`src/hdl/flash_ctrl_pkg.sv`:
```
package flash_ctrl_pkg;

    // ------------------------------------------------------------
    // bus and register map
    // ------------------------------------------------------------
    localparam int ADDR_W = 8;
    localparam logic [7:0] OFS_CONTROL = 8'h00;
    localparam logic [7:0] OFS_UNLOCK_KEY = 8'h04;
    localparam logic [7:0] OFS_SECTOR_LOW = 8'h08;
    localparam logic [7:0] OFS_SECTOR_HIGH = 8'h0C;
    localparam logic [7:0] OFS_STATUS = 8'h10;
    localparam logic [7:0] OFS_RESET_VECTOR = 8'h14;
    localparam logic [1:0] RESP_OKAY = 2'h0;
    localparam logic [1:0] RESP_SLVERR = 2'h2;

    // ------------------------------------------------------------
    // control register fields and codes
    // ------------------------------------------------------------
    localparam int CTL_START_BIT = 0;
    localparam int CTL_FAIL_BIT = 3;
    localparam int CTL_MODE_LSB = 4;
    localparam logic [3:0] MODE_ERASE = 4'hA;
    localparam logic [3:0] MODE_PROGRAM = 4'h5;
    localparam logic [3:0] MODE_HARD_LOCK = 4'h6;
    localparam logic [7:0] UNLOCK_KEY_VALUE = 8'hA5;
    localparam logic [7:0] UNLOCK_KEY_RESET = 8'h00;
    localparam logic [3:0] MODE_RESET = 4'h0;
    localparam logic [7:0] SECTOR_RESET = 8'h00;
    localparam int SECTOR_LOW_KEEP_BIT = 7;

    // ------------------------------------------------------------
    // status register fields
    // ------------------------------------------------------------
    localparam int STS_BUSY_BIT = 0;
    localparam int STS_HARD_LOCK_BIT = 1;
    localparam int STS_UNLOCKED_BIT = 2;
    localparam int STS_BOOT_ACTIVE_BIT = 3;

    // ------------------------------------------------------------
    // option byte fields
    // ------------------------------------------------------------
    localparam int OPT_SIZE_OFF_BIT = 2;
    localparam int OPT_BOOT_EN_BIT = 4;
    localparam int OPT_VEC_SEL_BIT = 7;
    localparam logic [7:0] OPT_RESET = 8'hFF;
    localparam logic [15:0] BOOT_BASE = 16'h0100;
    localparam logic [15:0] BOOT_END_256 = 16'h0200;
    localparam logic [15:0] BOOT_END_512 = 16'h0300;
    localparam logic [15:0] BOOT_END_1K = 16'h0500;
    localparam logic [15:0] BOOT_END_2K = 16'h0900;
    localparam logic [15:0] VEC_DEFAULT = 16'h0100;
    localparam logic [15:0] VEC_ALT_0 = 16'h0200;
    localparam logic [15:0] VEC_ALT_1 = 16'h0300;
    localparam logic [15:0] VEC_ALT_2 = 16'h0500;
    localparam logic [15:0] VEC_ALT_3 = 16'h0900;

    // ------------------------------------------------------------
    // timing
    // ------------------------------------------------------------
    localparam int CLK_MHZ = 100;
    localparam int ERASE_TIME_MS = 10;
    localparam int ERASE_CYCLES_DEF = ERASE_TIME_MS * 1000 * CLK_MHZ;
    localparam int CNT_W = 20;

    typedef enum logic {ST_IDLE, ST_ERASE} erase_state_t;

endpackage

```
`src/hdl/boot_option_decode.sv`:
```
module boot_option_decode (
    // option byte
    input wire logic [7:0] opt_i,
    // decoded
    output logic boot_active_o,
    output logic [15:0] boot_end_o,
    output logic [15:0] reset_vector_o
);

    // ------------------------------------------------------------
    // boot area size
    // ------------------------------------------------------------
    always_comb begin
        // enable bit and size off bit both low mean the area is reserved
        boot_active_o = !opt_i[flash_ctrl_pkg::OPT_BOOT_EN_BIT] &&
                        !opt_i[flash_ctrl_pkg::OPT_SIZE_OFF_BIT];
        case (opt_i[1:0])
            2'h0: boot_end_o = flash_ctrl_pkg::BOOT_END_256;
            2'h1: boot_end_o = flash_ctrl_pkg::BOOT_END_512;
            2'h2: boot_end_o = flash_ctrl_pkg::BOOT_END_1K;
            default: boot_end_o = flash_ctrl_pkg::BOOT_END_2K;
        endcase
    end

    // ------------------------------------------------------------
    // reset vector, decoded from its own bits and the enable bit only
    // ------------------------------------------------------------
    always_comb begin
        reset_vector_o = flash_ctrl_pkg::VEC_DEFAULT;
        if (!opt_i[flash_ctrl_pkg::OPT_BOOT_EN_BIT] &&
            !opt_i[flash_ctrl_pkg::OPT_VEC_SEL_BIT]) begin
            case (opt_i[6:5])
                2'h0: reset_vector_o = flash_ctrl_pkg::VEC_ALT_0;
                2'h1: reset_vector_o = flash_ctrl_pkg::VEC_ALT_1;
                2'h2: reset_vector_o = flash_ctrl_pkg::VEC_ALT_2;
                default: reset_vector_o = flash_ctrl_pkg::VEC_ALT_3;
            endcase
        end
    end

endmodule

```
`src/hdl/user_mode_flash_erase_program_ctrl.sv`:
```
// Operation
// - erase or hard lock starts only on a write of one to control bit 0
// - byte read and program need only the load instruction, no start bit
// - interrupt request aborts a running erase; status bit is read only
// - erase status reads 0 on success, 1 on failure or abort
// - reset loads the unlock key with zero, user mode off
// - user mode is on only while the unlock key holds A5
// - control register accepts writes only while user mode is on
// - sector address is built from the high and low sector registers
// - sectors are 128 bytes; low sector bits 6 to 0 are ignored
// - option enable bit 0 with size off bit 2 also 0 reserves the boot area; 1 in either bit frees it
// - option bits 2 to 0 size the boot area from 100H
// - option bits 7 to 5 choose the power-on reset vector
// - alternative vector only when boot enable and vector select are 0
// - vector field and size field decode independently
// - sector erase exists only in user mode, not in tool mode
// - erase lasts at least 10 ms; software waits for it
// - tool mode may still program the boot area but cannot erase at all
// - upper nibble 0110 sets hard lock, blocking writes until chip erase
// - erase status sits at control bit 3
module user_mode_flash_erase_program_ctrl #(
    parameter int unsigned ERASE_CYCLES = flash_ctrl_pkg::ERASE_CYCLES_DEF
) (
    // clock and reset
    input wire logic clk_sys_i,
    input wire logic sys_rst_i,
    // axi4-lite write
    input wire logic [7:0] s_axi_awaddr_i,
    input wire logic s_axi_awvalid_i,
    output logic s_axi_awready_o,
    input wire logic [31:0] s_axi_wdata_i,
    input wire logic [3:0] s_axi_wstrb_i,
    input wire logic s_axi_wvalid_i,
    output logic s_axi_wready_o,
    output logic [1:0] s_axi_bresp_o,
    output logic s_axi_bvalid_o,
    input wire logic s_axi_bready_i,
    // axi4-lite read
    input wire logic [7:0] s_axi_araddr_i,
    input wire logic s_axi_arvalid_i,
    output logic s_axi_arready_o,
    output logic [31:0] s_axi_rdata_o,
    output logic [1:0] s_axi_rresp_o,
    output logic s_axi_rvalid_o,
    input wire logic s_axi_rready_i,
    // cpu load instruction port
    input wire logic pml_req_i,
    input wire logic pml_we_i,
    input wire logic [15:0] pml_addr_i,
    input wire logic [7:0] pml_wdata_i,
    output logic pml_ack_o,
    output logic [7:0] pml_rdata_o,
    // cpu interrupt request and chip level inputs
    input wire logic irq_i,
    input wire logic [7:0] option_byte_i,
    input wire logic tool_mode_i,
    input wire logic chip_erase_i,
    // flash array
    output logic flash_erase_o,
    output logic [15:0] flash_sector_o,
    output logic flash_rd_o,
    output logic flash_prog_o,
    output logic [15:0] flash_addr_o,
    output logic [7:0] flash_wdata_o,
    input wire logic [7:0] flash_rdata_i,
    // decoded options
    output logic [15:0] reset_vector_o
);

    // ------------------------------------------------------------
    // pin synchronisers
    // ------------------------------------------------------------
    logic [7:0] opt_meta_reg, opt_reg;
    logic tool_meta_reg, tool_reg, cerase_meta_reg, cerase_reg;

    always_ff @(posedge clk_sys_i) begin
        if (sys_rst_i) begin
            opt_meta_reg <= flash_ctrl_pkg::OPT_RESET;
            opt_reg <= flash_ctrl_pkg::OPT_RESET;
            tool_meta_reg <= 1'b0;
            tool_reg <= 1'b0;
            cerase_meta_reg <= 1'b0;
            cerase_reg <= 1'b0;
        end else begin
            opt_meta_reg <= option_byte_i;
            opt_reg <= opt_meta_reg;
            tool_meta_reg <= tool_mode_i;
            tool_reg <= tool_meta_reg;
            cerase_meta_reg <= chip_erase_i;
            cerase_reg <= cerase_meta_reg;
        end
    end

    logic boot_active;
    logic [15:0] boot_end;

    boot_option_decode u_opt (
        .opt_i(opt_reg),
        .boot_active_o(boot_active),
        .boot_end_o(boot_end),
        .reset_vector_o(reset_vector_o)
    );

    // ------------------------------------------------------------
    // register state
    // ------------------------------------------------------------
    logic [7:0] key_reg;
    logic [3:0] mode_reg;
    logic fail_reg, hard_lock_reg;
    logic sec_lo_reg;
    logic [7:0] sec_hi_reg;
    flash_ctrl_pkg::erase_state_t state_reg;
    logic [flash_ctrl_pkg::CNT_W-1:0] cnt_reg;
    logic unlocked, busy;
    logic [15:0] sector_base;
    logic [flash_ctrl_pkg::CNT_W-1:0] erase_last;

    assign unlocked = key_reg == flash_ctrl_pkg::UNLOCK_KEY_VALUE;
    assign busy = state_reg == flash_ctrl_pkg::ST_ERASE;
    assign sector_base = {sec_hi_reg, sec_lo_reg, 7'h00};
    assign erase_last = flash_ctrl_pkg::CNT_W'(ERASE_CYCLES - 1);

    // tool mode lifts the boot guard; boot area is aligned to 256 bytes
    function automatic logic in_boot(input logic [15:0] a);
        in_boot = boot_active && !tool_reg &&
                  a >= flash_ctrl_pkg::BOOT_BASE && a < boot_end;
    endfunction

    // ------------------------------------------------------------
    // axi4-lite write channel
    // ------------------------------------------------------------
    logic aw_hold_reg, w_hold_reg, bvalid_reg;
    logic [7:0] waddr_reg;
    logic [7:0] wdata_reg;
    logic wstrb0_reg;
    logic wr_fire, wr_mapped, ctl_wr;

    assign s_axi_awready_o = !aw_hold_reg && !bvalid_reg;
    assign s_axi_wready_o = !w_hold_reg && !bvalid_reg;
    assign s_axi_bvalid_o = bvalid_reg;
    assign wr_fire = aw_hold_reg && w_hold_reg && !bvalid_reg;
    assign wr_mapped = waddr_reg == flash_ctrl_pkg::OFS_CONTROL ||
                       waddr_reg == flash_ctrl_pkg::OFS_UNLOCK_KEY ||
                       waddr_reg == flash_ctrl_pkg::OFS_SECTOR_LOW ||
                       waddr_reg == flash_ctrl_pkg::OFS_SECTOR_HIGH ||
                       waddr_reg == flash_ctrl_pkg::OFS_STATUS ||
                       waddr_reg == flash_ctrl_pkg::OFS_RESET_VECTOR;
    assign ctl_wr = wr_fire && wstrb0_reg &&
                    waddr_reg == flash_ctrl_pkg::OFS_CONTROL;

    always_ff @(posedge clk_sys_i) begin
        if (sys_rst_i) begin
            aw_hold_reg <= 1'b0;
            w_hold_reg <= 1'b0;
            bvalid_reg <= 1'b0;
            waddr_reg <= 8'h00;
            wdata_reg <= 8'h00;
            wstrb0_reg <= 1'b0;
            s_axi_bresp_o <= flash_ctrl_pkg::RESP_OKAY;
        end else begin
            if (s_axi_awvalid_i && s_axi_awready_o) begin
                aw_hold_reg <= 1'b1;
                waddr_reg <= {s_axi_awaddr_i[7:2], 2'h0};
            end
            if (s_axi_wvalid_i && s_axi_wready_o) begin
                w_hold_reg <= 1'b1;
                wdata_reg <= s_axi_wdata_i[7:0];
                wstrb0_reg <= s_axi_wstrb_i[0];
            end
            if (wr_fire) begin
                aw_hold_reg <= 1'b0;
                w_hold_reg <= 1'b0;
                bvalid_reg <= 1'b1;
                s_axi_bresp_o <= wr_mapped ? flash_ctrl_pkg::RESP_OKAY :
                                 flash_ctrl_pkg::RESP_SLVERR;
            end else if (bvalid_reg && s_axi_bready_i) begin
                bvalid_reg <= 1'b0;
            end
        end
    end

    // ------------------------------------------------------------
    // key and sector registers
    // ------------------------------------------------------------
    always_ff @(posedge clk_sys_i) begin
        if (sys_rst_i) begin
            key_reg <= flash_ctrl_pkg::UNLOCK_KEY_RESET;
            sec_lo_reg <= 1'b0;
            sec_hi_reg <= flash_ctrl_pkg::SECTOR_RESET;
        end else if (wr_fire && wstrb0_reg) begin
            if (waddr_reg == flash_ctrl_pkg::OFS_UNLOCK_KEY)
                key_reg <= wdata_reg;
            if (waddr_reg == flash_ctrl_pkg::OFS_SECTOR_LOW)
                // only bit 7 selects within a 256 byte page
                sec_lo_reg <= wdata_reg[flash_ctrl_pkg::SECTOR_LOW_KEEP_BIT];
            if (waddr_reg == flash_ctrl_pkg::OFS_SECTOR_HIGH)
                sec_hi_reg <= wdata_reg;
        end
    end

    // ------------------------------------------------------------
    // control register, erase sequencer and hard lock
    // ------------------------------------------------------------
    logic start_wr;
    logic [3:0] wr_mode;

    assign wr_mode = wdata_reg[7:4];
    assign start_wr = ctl_wr && unlocked &&
                      wdata_reg[flash_ctrl_pkg::CTL_START_BIT];

    always_ff @(posedge clk_sys_i) begin
        if (sys_rst_i) begin
            mode_reg <= flash_ctrl_pkg::MODE_RESET;
        end else if (ctl_wr && unlocked) begin
            mode_reg <= wr_mode;
        end
    end

    always_ff @(posedge clk_sys_i) begin
        if (sys_rst_i) begin
            hard_lock_reg <= 1'b0;
        end else if (cerase_reg) begin
            hard_lock_reg <= 1'b0;
        end else if (start_wr &&
                     wr_mode == flash_ctrl_pkg::MODE_HARD_LOCK) begin
            hard_lock_reg <= 1'b1;
        end
    end

    always_ff @(posedge clk_sys_i) begin
        if (sys_rst_i) begin
            state_reg <= flash_ctrl_pkg::ST_IDLE;
            cnt_reg <= '0;
            fail_reg <= 1'b0;
        end else begin
            case (state_reg)
                flash_ctrl_pkg::ST_IDLE: begin
                    // refused starts leave the old status in place
                    if (start_wr && wr_mode == flash_ctrl_pkg::MODE_ERASE &&
                        !tool_reg && !hard_lock_reg &&
                        !in_boot(sector_base)) begin
                        state_reg <= flash_ctrl_pkg::ST_ERASE;
                        cnt_reg <= '0;
                        fail_reg <= 1'b1;
                    end
                end
                flash_ctrl_pkg::ST_ERASE: begin
                    if (irq_i) begin
                        state_reg <= flash_ctrl_pkg::ST_IDLE;
                        fail_reg <= 1'b1;
                    end else if (cnt_reg == erase_last) begin
                        state_reg <= flash_ctrl_pkg::ST_IDLE;
                        fail_reg <= 1'b0;
                    end else begin
                        cnt_reg <= cnt_reg + 1'b1;
                    end
                end
                default: state_reg <= flash_ctrl_pkg::ST_IDLE;
            endcase
        end
    end

    assign flash_erase_o = busy;
    assign flash_sector_o = sector_base;

    // ------------------------------------------------------------
    // load instruction path: taken, then flash strobe, then ack
    // ------------------------------------------------------------
    logic prog_ok, rd_stage_reg;

    // a process, so option or tool changes seen inside in_boot re-run it
    always_comb begin
        prog_ok = pml_req_i && pml_we_i && unlocked &&
                  mode_reg == flash_ctrl_pkg::MODE_PROGRAM &&
                  !hard_lock_reg && !in_boot(pml_addr_i) &&
                  pml_addr_i[15:7] == sector_base[15:7];
    end

    always_ff @(posedge clk_sys_i) begin
        if (sys_rst_i) begin
            flash_rd_o <= 1'b0;
            flash_prog_o <= 1'b0;
            flash_addr_o <= 16'h0000;
            flash_wdata_o <= 8'h00;
            rd_stage_reg <= 1'b0;
            pml_ack_o <= 1'b0;
            pml_rdata_o <= 8'h00;
        end else begin
            flash_rd_o <= pml_req_i && !pml_we_i;
            flash_prog_o <= prog_ok;
            rd_stage_reg <= pml_req_i;
            pml_ack_o <= rd_stage_reg;
            if (pml_req_i) begin
                flash_addr_o <= pml_addr_i;
                flash_wdata_o <= pml_wdata_i;
            end
            if (flash_rd_o)
                pml_rdata_o <= flash_rdata_i;
        end
    end

    // ------------------------------------------------------------
    // axi4-lite read channel
    // ------------------------------------------------------------
    logic rvalid_reg;
    logic [7:0] raddr;

    assign s_axi_arready_o = !rvalid_reg;
    assign s_axi_rvalid_o = rvalid_reg;
    assign raddr = {s_axi_araddr_i[7:2], 2'h0};

    always_ff @(posedge clk_sys_i) begin
        if (sys_rst_i) begin
            rvalid_reg <= 1'b0;
            s_axi_rdata_o <= 32'h0000_0000;
            s_axi_rresp_o <= flash_ctrl_pkg::RESP_OKAY;
        end else if (s_axi_arvalid_i && s_axi_arready_o) begin
            rvalid_reg <= 1'b1;
            s_axi_rresp_o <= flash_ctrl_pkg::RESP_OKAY;
            s_axi_rdata_o <= 32'h0000_0000;
            case (raddr)
                flash_ctrl_pkg::OFS_CONTROL:
                    s_axi_rdata_o[7:0] <= {mode_reg, fail_reg, 2'h0,
                                           busy};
                flash_ctrl_pkg::OFS_UNLOCK_KEY:
                    s_axi_rdata_o[7:0] <= key_reg;
                flash_ctrl_pkg::OFS_SECTOR_LOW:
                    s_axi_rdata_o[7:0] <= {sec_lo_reg, 7'h00};
                flash_ctrl_pkg::OFS_SECTOR_HIGH:
                    s_axi_rdata_o[7:0] <= sec_hi_reg;
                flash_ctrl_pkg::OFS_STATUS:
                    s_axi_rdata_o[3:0] <= {boot_active, unlocked,
                                           hard_lock_reg, busy};
                flash_ctrl_pkg::OFS_RESET_VECTOR:
                    s_axi_rdata_o[15:0] <= reset_vector_o;
                default:
                    s_axi_rresp_o <= flash_ctrl_pkg::RESP_SLVERR;
            endcase
        end else if (rvalid_reg && s_axi_rready_i) begin
            rvalid_reg <= 1'b0;
        end
    end

    // ------------------------------------------------------------
    // assertions
    // ------------------------------------------------------------
    erase_needs_start_a: assert property (
        @(posedge clk_sys_i) disable iff (sys_rst_i)
        $rose(busy) |-> $past(start_wr) &&
                        $past(wr_mode) == flash_ctrl_pkg::MODE_ERASE)
        else $error("erase began without a start write");

    pml_program_a: assert property (
        @(posedge clk_sys_i) disable iff (sys_rst_i)
        prog_ok |=> flash_prog_o ##1 pml_ack_o)
        else $error("allowed load write did not program");

    irq_abort_a: assert property (
        @(posedge clk_sys_i) disable iff (sys_rst_i)
        busy && irq_i |=> !busy && fail_reg)
        else $error("interrupt did not abort the erase");

    erase_ok_a: assert property (
        @(posedge clk_sys_i) disable iff (sys_rst_i)
        busy && !irq_i && cnt_reg == erase_last |=> !busy && !fail_reg)
        else $error("finished erase not reported as success");

    key_reset_a: assert property (
        @(posedge clk_sys_i)
        sys_rst_i |=> key_reg == 8'h00 && !flash_prog_o)
        else $error("unlock key not cleared by reset");

    locked_write_a: assert property (
        @(posedge clk_sys_i) disable iff (sys_rst_i)
        pml_req_i && !unlocked |=> !flash_prog_o)
        else $error("programmed while locked");

    ctl_locked_a: assert property (
        @(posedge clk_sys_i) disable iff (sys_rst_i)
        ctl_wr && !unlocked |=> $stable(mode_reg) && !$rose(busy))
        else $error("control changed while locked");

    sector_align_a: assert property (
        @(posedge clk_sys_i) disable iff (sys_rst_i)
        flash_sector_o[6:0] == 7'h00)
        else $error("sector address not aligned");

    boot_guard_a: assert property (
        @(posedge clk_sys_i) disable iff (sys_rst_i)
        flash_prog_o |-> !in_boot(flash_addr_o))
        else $error("boot area programmed");

    erase_time_a: assert property (
        @(posedge clk_sys_i) disable iff (sys_rst_i)
        $fell(busy) && !$past(irq_i) |-> $past(cnt_reg) == erase_last)
        else $error("erase ended early");

    hard_lock_a: assert property (
        @(posedge clk_sys_i) disable iff (sys_rst_i)
        hard_lock_reg |-> !prog_ok ##1 !$rose(busy))
        else $error("flash changed under hard lock");

endmodule

```
`config.mk`:
```
export PLATFORM = sky130hd
export DESIGN_NAME = user_mode_flash_erase_program_ctrl
export DESIGN_NICKNAME = d
export VERILOG_FILES = /design/src/hdl/flash_ctrl_pkg.sv /design/src/hdl/boot_option_decode.sv /design/src/hdl/user_mode_flash_erase_program_ctrl.sv
export SDC_FILE = /design/constraint.sdc
export NUM_CORES = 1
export LEC_CHECK = 0
export BUFFER_PORTS_ARGS = -buffer_cell sky130_fd_sc_hd__buf_2
export CAP_MARGIN = 20
export CORE_MARGIN = 2
export CORE_UTILIZATION = 56
export CTS_BUF_LIST = sky130_fd_sc_hd__clkbuf_8
export CTS_CLUSTER_SIZE = 24
export DETAILED_ROUTE_END_ITERATION = 6
export HOLD_SLACK_MARGIN = 0.03
export PLACE_DENSITY = 0.89
export SYNTH_ARGS = -nofsm -noshare
export SYNTH_HDL_FRONTEND = slang
export SYNTH_SLANG_ARGS = --single-unit
```
`constraint.sdc`:
```
create_clock -name clk_sys_i -period 4.2 [get_ports clk_sys_i]
set_input_delay 0.21 -clock clk_sys_i [delete_from_list [all_inputs] [get_ports clk_sys_i]]
set_output_delay 0.21 -clock clk_sys_i [all_outputs]
set_load 0.02 [all_outputs]
```
After elaboration in Yosys (flattened, before gate mapping)
Cells that the tools add are included.
{"block": "totals", "regBits": 139, "output_inout_bits": 109, "elab_cells": 148, "inputBits": 104}
{"block": "classes", "add_sub_neg": 1, "magnitude_cmp": 4, "n_eq_ne": 24, "reduce_logical": 63, "mux": 24, "n_bitwise": 1}
{"op": "12-bit one-hot mux with 3 select lines", "count": 2}
{"op": "20-bit 2-to-1 mux", "count": 3}
{"op": "20-bit one-hot mux with 2 select lines", "count": 1}
{"op": "4-bit one-hot mux with 5 select lines", "count": 2}
{"op": "16-bit by 9-bit >= comparator with 1-bit output, second input constant", "count": 2}
{"op": "1-bit logical AND", "count": 32}
{"op": "16-bit less-than comparator", "count": 2}
{"op": "6-bit by 2-bit == test with 1-bit output, second input constant", "count": 4}
{"op": "6-bit by 3-bit == test with 1-bit output, second input constant", "count": 4}
{"op": "20-bit by 1-bit adder with 20-bit output, second input constant", "count": 1}
{"op": "20-bit == test, second input constant", "count": 1}
{"op": "8-bit logical NOT", "count": 2}
{"op": "16-bit 2-to-1 mux", "count": 1}
{"op": "6-bit by 1-bit == test with 1-bit output, second input constant", "count": 2}
{"op": "1-bit logical NOT", "count": 12}
{"op": "1-bit 2-to-1 mux", "count": 10}
{"op": "9-bit == test", "count": 1}
{"op": "4-bit by 3-bit == test with 1-bit output, second input constant", "count": 2}
{"op": "8-bit == test, second input constant", "count": 1}
{"op": "8-bit 2-to-1 mux", "count": 1}
{"op": "2-bit AND reduction", "count": 4}
{"op": "2-bit inequality test, second input constant", "count": 3}
{"op": "6-bit OR reduction", "count": 1}
{"op": "1-bit logical OR", "count": 5}
{"op": "other kinds (11)", "count": 18}

Logic depth before layout (Yosys ltp)
{"block": "depth", "word_depth": 12, "ltp_mapped": 8, "mapped_depth_nobuf": 7}

Modules after synthesis
From an unflattened synthesis, not the netlist that was laid out.
{"block": "unflattened", "hier_cells": 738, "area_unflattened_um2": 6532.5}
{"module": "user_mode_flash_erase_program_ctrl", "area_per_inst_um2": 6288.5, "cells_per_inst": 704, "seq_area_each_um2": 2742.6, "n_inst": 1}
{"module": "boot_option_decode", "area_per_inst_um2": 244.0, "cells_per_inst": 34, "seq_area_each_um2": 0.0, "n_inst": 1}

Worst setup path before layout
Ideal clock, no wire load.
{"block": "synth_path", "kind": "register to register", "startpoint": "register sec_hi_reg[3]", "endpoint": "register cnt_reg[6] (netlist name)", "t_required_ns": 4.086, "path_buffers": 1, "arrival_time_ns": 1.971, "path_slack_ns": 2.115, "setup_time_ns": 0.114, "period_less_slack_ns": 2.085, "stages_incl_launch_ff": 8, "path_cell_list": "dfxtp_1 -> ha_1 -> and3_1 -> a22oi_1 -> a2111o_1 -> buf_6 -> a32o_1 -> a21o_1"}
{"block": "synth_between", "elab_chain_cells": 7, "elab_cells_between_ends": 8, "cone_classes": "2 x order compare; 1 x eq/ne; 5 x reduce/logical"}
{"item": "start, declared", "line": "user_mode_flash_erase_program_ctrl.sv:111", "source": "logic [7:0] sec_hi_reg;"}
{"item": "start signal, assigned", "line": "user_mode_flash_erase_program_ctrl.sv:189", "source": "sec_hi_reg <= flash_ctrl_pkg::SECTOR_RESET;"}
{"item": "start signal, assigned", "line": "user_mode_flash_erase_program_ctrl.sv:197", "source": "sec_hi_reg <= wdata_reg;"}
{"item": "16-bit by 9-bit >= comparator with 1-bit output", "line": "user_mode_flash_erase_program_ctrl.sv:126", "source": "a >= flash_ctrl_pkg::BOOT_BASE && a < boot_end;"}
{"item": "1-bit logical AND", "line": "user_mode_flash_erase_program_ctrl.sv:125", "source": "in_boot = boot_active && !tool_reg &&"}
{"item": "1-bit logical AND (*)", "line": "user_mode_flash_erase_program_ctrl.sv:126"}
{"item": "1-bit logical NOT (*)", "line": "user_mode_flash_erase_program_ctrl.sv:241", "source": "!in_boot(sector_base)) begin"}
{"item": "1-bit logical AND (*)", "line": "user_mode_flash_erase_program_ctrl.sv:240", "source": "!tool_reg && !hard_lock_reg &&"}
{"item": "2-bit inequality test (no line) (*)"}
{"item": "3-bit AND reduction (no line) (*)"}
{"item": "end signal, assigned", "line": "user_mode_flash_erase_program_ctrl.sv:255", "source": "cnt_reg <= cnt_reg + 1'b1;"}
{"item": "end, declared", "line": "user_mode_flash_erase_program_ctrl.sv:113", "source": "logic [flash_ctrl_pkg::CNT_W-1:0] cnt_reg;"}
Mark *: on every way between the ends. The rest lies on a longest branch, timed or not.
A chain may end at the register's enable or synchronous reset.

Final worst setup path
{"block": "layout_path", "startpoint": "register state_reg (netlist: flash_erase_o)", "endpoint": "register cnt_reg[6] (netlist name)"}
{"block": "layout_between", "elab_chain_cells": 3, "elab_cells_between_ends": 6, "cone_classes": "3 x eq/ne; 1 x mux; 1 x bitwise; 1 x reduce/logical"}
{"item": "start, declared", "line": "user_mode_flash_erase_program_ctrl.sv:112", "source": "flash_ctrl_pkg::erase_state_t state_reg;"}
{"item": "start signal, assigned", "line": "user_mode_flash_erase_program_ctrl.sv:232", "source": "state_reg <= flash_ctrl_pkg::ST_IDLE;"}
{"item": "start signal, assigned", "line": "user_mode_flash_erase_program_ctrl.sv:242", "source": "state_reg <= flash_ctrl_pkg::ST_ERASE;"}
{"item": "start signal, assigned", "line": "user_mode_flash_erase_program_ctrl.sv:249", "source": "state_reg <= flash_ctrl_pkg::ST_IDLE;"}
{"item": "1-bit inverter"}
{"item": "2-bit inequality test (no line)"}
{"item": "3-bit AND reduction (no line)"}
Parallel ways exist; a longest one is shown, timed or not.

==> impl_metrics.ini <==
[detailed_routing]
wl_mm = 15.9
met1_length_mm = 6.13
highest_layer = met4
met2_wirelength_mm = 8.19
vias_per_cell = 5.68
drt-pass1-iter-count = 5
wire_per_inst_microns = 16.7
wl_met3_mm = 1.17
drc = 0
ant_nets = 0
drt_iter0_markers = 417
via_count = 5396

[flow_run]
maxCapViolations = 0

[yosys]
synth_cell_type_count = 65
syn_area_per_cell_sq_um = 9.32
ys_warn_count = 0
synth_edf_count = 0
synth_flop_cell = dfxtp_1
ys_seq_area_share_pct = 44.0
ys_ff_latch = 131
syn-cell-area_sq_um = 5960
synth.top_cell.area_share_pct = 44.0
synthArstFlopShare_pct = 0
synth_cells = 639
synth_area_leaders = dfxtp_1, mux2i_1, buf_4
yosys.area.top_type = dfxtp_1

[sta]
grt_setup_unrepaired = no
slew_headroom_pct = 35.5
finalCriticalPeriod_ps = 2790
fin_setup_tns_ps = 0
finalHoldViolations = 0
worst_slew_pin_slew_ps = 967
setup_viol = 0
period_share_pct = 66.5
slew_viol_final = 0
max_freq_mhz = 358
finClkSkew_ps = 10.6

[worst_hold_path]
min_from = pml_wdata_i[0]
hold_depth = 3
holdCritPathClass = input port to register
min_to = flash_wdata_o[0]$_SDFFE_PP0P_

[cts]
clock_path_buffers = 2
worstSkewPairLatency_ps = 420
cts_made_buffers = 17
cts_max_level = 4
cts_setup_buffers = 0
clkTransAtPathRegs_ps = 70
clockRootBuffer = clkbuf_8
cts_tree = yes
clock-sinks = 131

[grt]
grt_first_pass_wirelength_mm = 25.4
first_global_vias = 5181
gr-total-overflow = 0
grt_max_degree = 69
grt_usage_pct = 28.2
antenna_found_initial = 0

[cells_and_area]
utilization_pct = 71.2
largest_reg_flops = 20
nets = 912
diodes = 0
nFillCells = 734
drive_gt1_share_pct = 23.8
area_growth_pct = 23.3

[pwr]
peakVddDrop_uv = 207
powerDensity_nw_per_um2 = 373
leakage_nw = 3.39

[worst_setup_path]
arrival_ps = 3160
r2r_cells = 5
cp_cell_sequence = nor2b_1, nand2b_1, a21oi_1, nor3b_1, a21o_1
regToRegEndpoint = cnt_reg[6]$_SDFFE_PP0P_
startpoint_type = register
cp.required_ps = 4570
cp_max_fo = 11
regToRegStartpoint = flash_erase_o$_SDFF_PP0_
path_class = register to register
crit_path_end_kind = register
critPathSlowestCell = a21oi_1
rrSetupSlack_ps = 1410
critical-path-max-stage-delay_ps = 830

[floorplan]
die_area_sq_um = 11500
core_area_sq_um = 10300
die_w_microns = 107
fp.dieH_microns = 107
row_count = 37
initial_utilization_pct = 57.7
ios = 213

[status]
status = finished, final reports clean

[place]
hpwl_mm = 10.8
place_congestion = 0.932
port_buffers = 139
[repair_timing]
action                                 4_1_cts  5_1_grt
endpoints found under the hold margin       39        0
gates resized for setup                      0        0
hold buffers                                39        0
[report_power, final]
group	leakage (nW)	switching [mW]	internal [mW]
combinational	2.09	0.174	0.118
clock	0.234	0.469	0.669
sequential	1.07	0.0300	1.28
total	3.39	0.673	2.07
[worst max-delay path, delay by kind of cell (launching register included)]
family | cells | cell delay [ps]
flip-flops | 1 | 470
AO/OA/AOI/OAI | 2 | 930
AND/OR/NAND/NOR | 3 | 1340
[cells in the mapped netlist, types with 3 or more instances]
master	n
nand3_1	17
nor2_1	84
nand4_1	14
xnor2_1	7
nor4_1	8
or3_1	3
and2_1	5
a22oi_1	10
a22o_1	3
o21ai_0	14
nor4b_1	3
inv_1	11
and3_1	5
o21a_1	3
dfxtp_1	131
a21oi_1	19
buf_1	7
nand2_1	31
a31oi_1	9
o32ai_1	3
o31ai_1	4
nor2b_1	12
clkbuf_1	22
buf_2	4
nand4b_1	4
nand2b_1	4
a32o_1	4
ha_1	7
a21o_1	9
buf_4	42
a2bb2oi_1	4
nor3_1	16
mux2i_1	67
or2_2	14
[per-stage QoR]
step                instances  hold slack [ps]  area (sq um)  setup WS [ps]  total power, mW
floorplan                 679              282          6110           2110             1.54
finish                    950             43.6          7350           1410             2.74
detailed placement        879              400          6530           1460             1.60
CTS                       950             30.7          7350           1480             2.75
global placement          879              393          6530           1530             1.58
global route              950             32.7          7350           1130             2.85
[cell type report]
class,instances,area [sq um],area share [%]
Inverter,11,41.3,0.562
Multi-Input combinational cell,461,2990,40.7
Tap cell,136,170,2.32
Sequential cell,131,2620,35.7
Clock buffer,19,262,3.56
Clock inverter,13,168,2.28
Timing Repair Buffer,179,1100,14.9
[cell usage in the layout (no fill, tap or decap), types with 15 or more instances in the layout]
| cell | Yosys | layout |
|---|---|---|
| nand3_1 | 17 | 17 |
| clkbuf_8 | 0 | 19 |
| nand2_1 | 31 | 31 |
| dfxtp_1 | 131 | 131 |
| mux2i_1 | 67 | 67 |
| nor3_1 | 16 | 16 |
| buf_2 | 4 | 138 |
| conb_1 | 1 | 41 |
| dlygate4sd3_1 | 0 | 39 |
| nor2_1 | 84 | 84 |
| a21oi_1 | 19 | 19 |
| inv_1 | 11 | 15 |
[logic make-up after synthesis]
logic type	after synthesis	synth area share, %
AND/OR/NAND/NOR	238	21.2
flip-flops	131	44.0
AO/OA/AOI/OAI	96	11.5
buffers and inverters	87	8.34
multiplexers	70	12.0
XOR/XNOR	9	1.32
adder cells (fa/ha/maj)	7	1.47
other	1	0.0630
[routing by layer]
metal | vias to the layer above | track usage [%]
met3 | 41 | 7.23
met5 | - | 0
met4 | 0 | 12.5
met1 | 2571 | 31.9
li1 | 2520 | -
met2 | 264 | 49.7
[how the worst max path moves through the flow]
stage	depth (start not counted)	from	end	slack, ps
finish	5	flash_erase_o$_SDFF_PP0_	cnt_reg[6]$_SDFFE_PP0P_	1410
global route	5	flash_erase_o$_SDFF_PP0_	cnt_reg[6]$_SDFFE_PP0P_	1130
CTS	5	flash_erase_o$_SDFF_PP0_	cnt_reg[6]$_SDFFE_PP0P_	1480
detailed placement	6	sys_rst_i	cnt_reg[6]$_SDFFE_PP0P_	1460
global placement	6	sys_rst_i	cnt_reg[6]$_SDFFE_PP0P_	1530
floorplan	7	sec_hi_reg[3]$_SDFFE_PP0P_	cnt_reg[6]$_SDFFE_PP0P_	2110
Note: power is estimated with default switching activity, not from simulation.
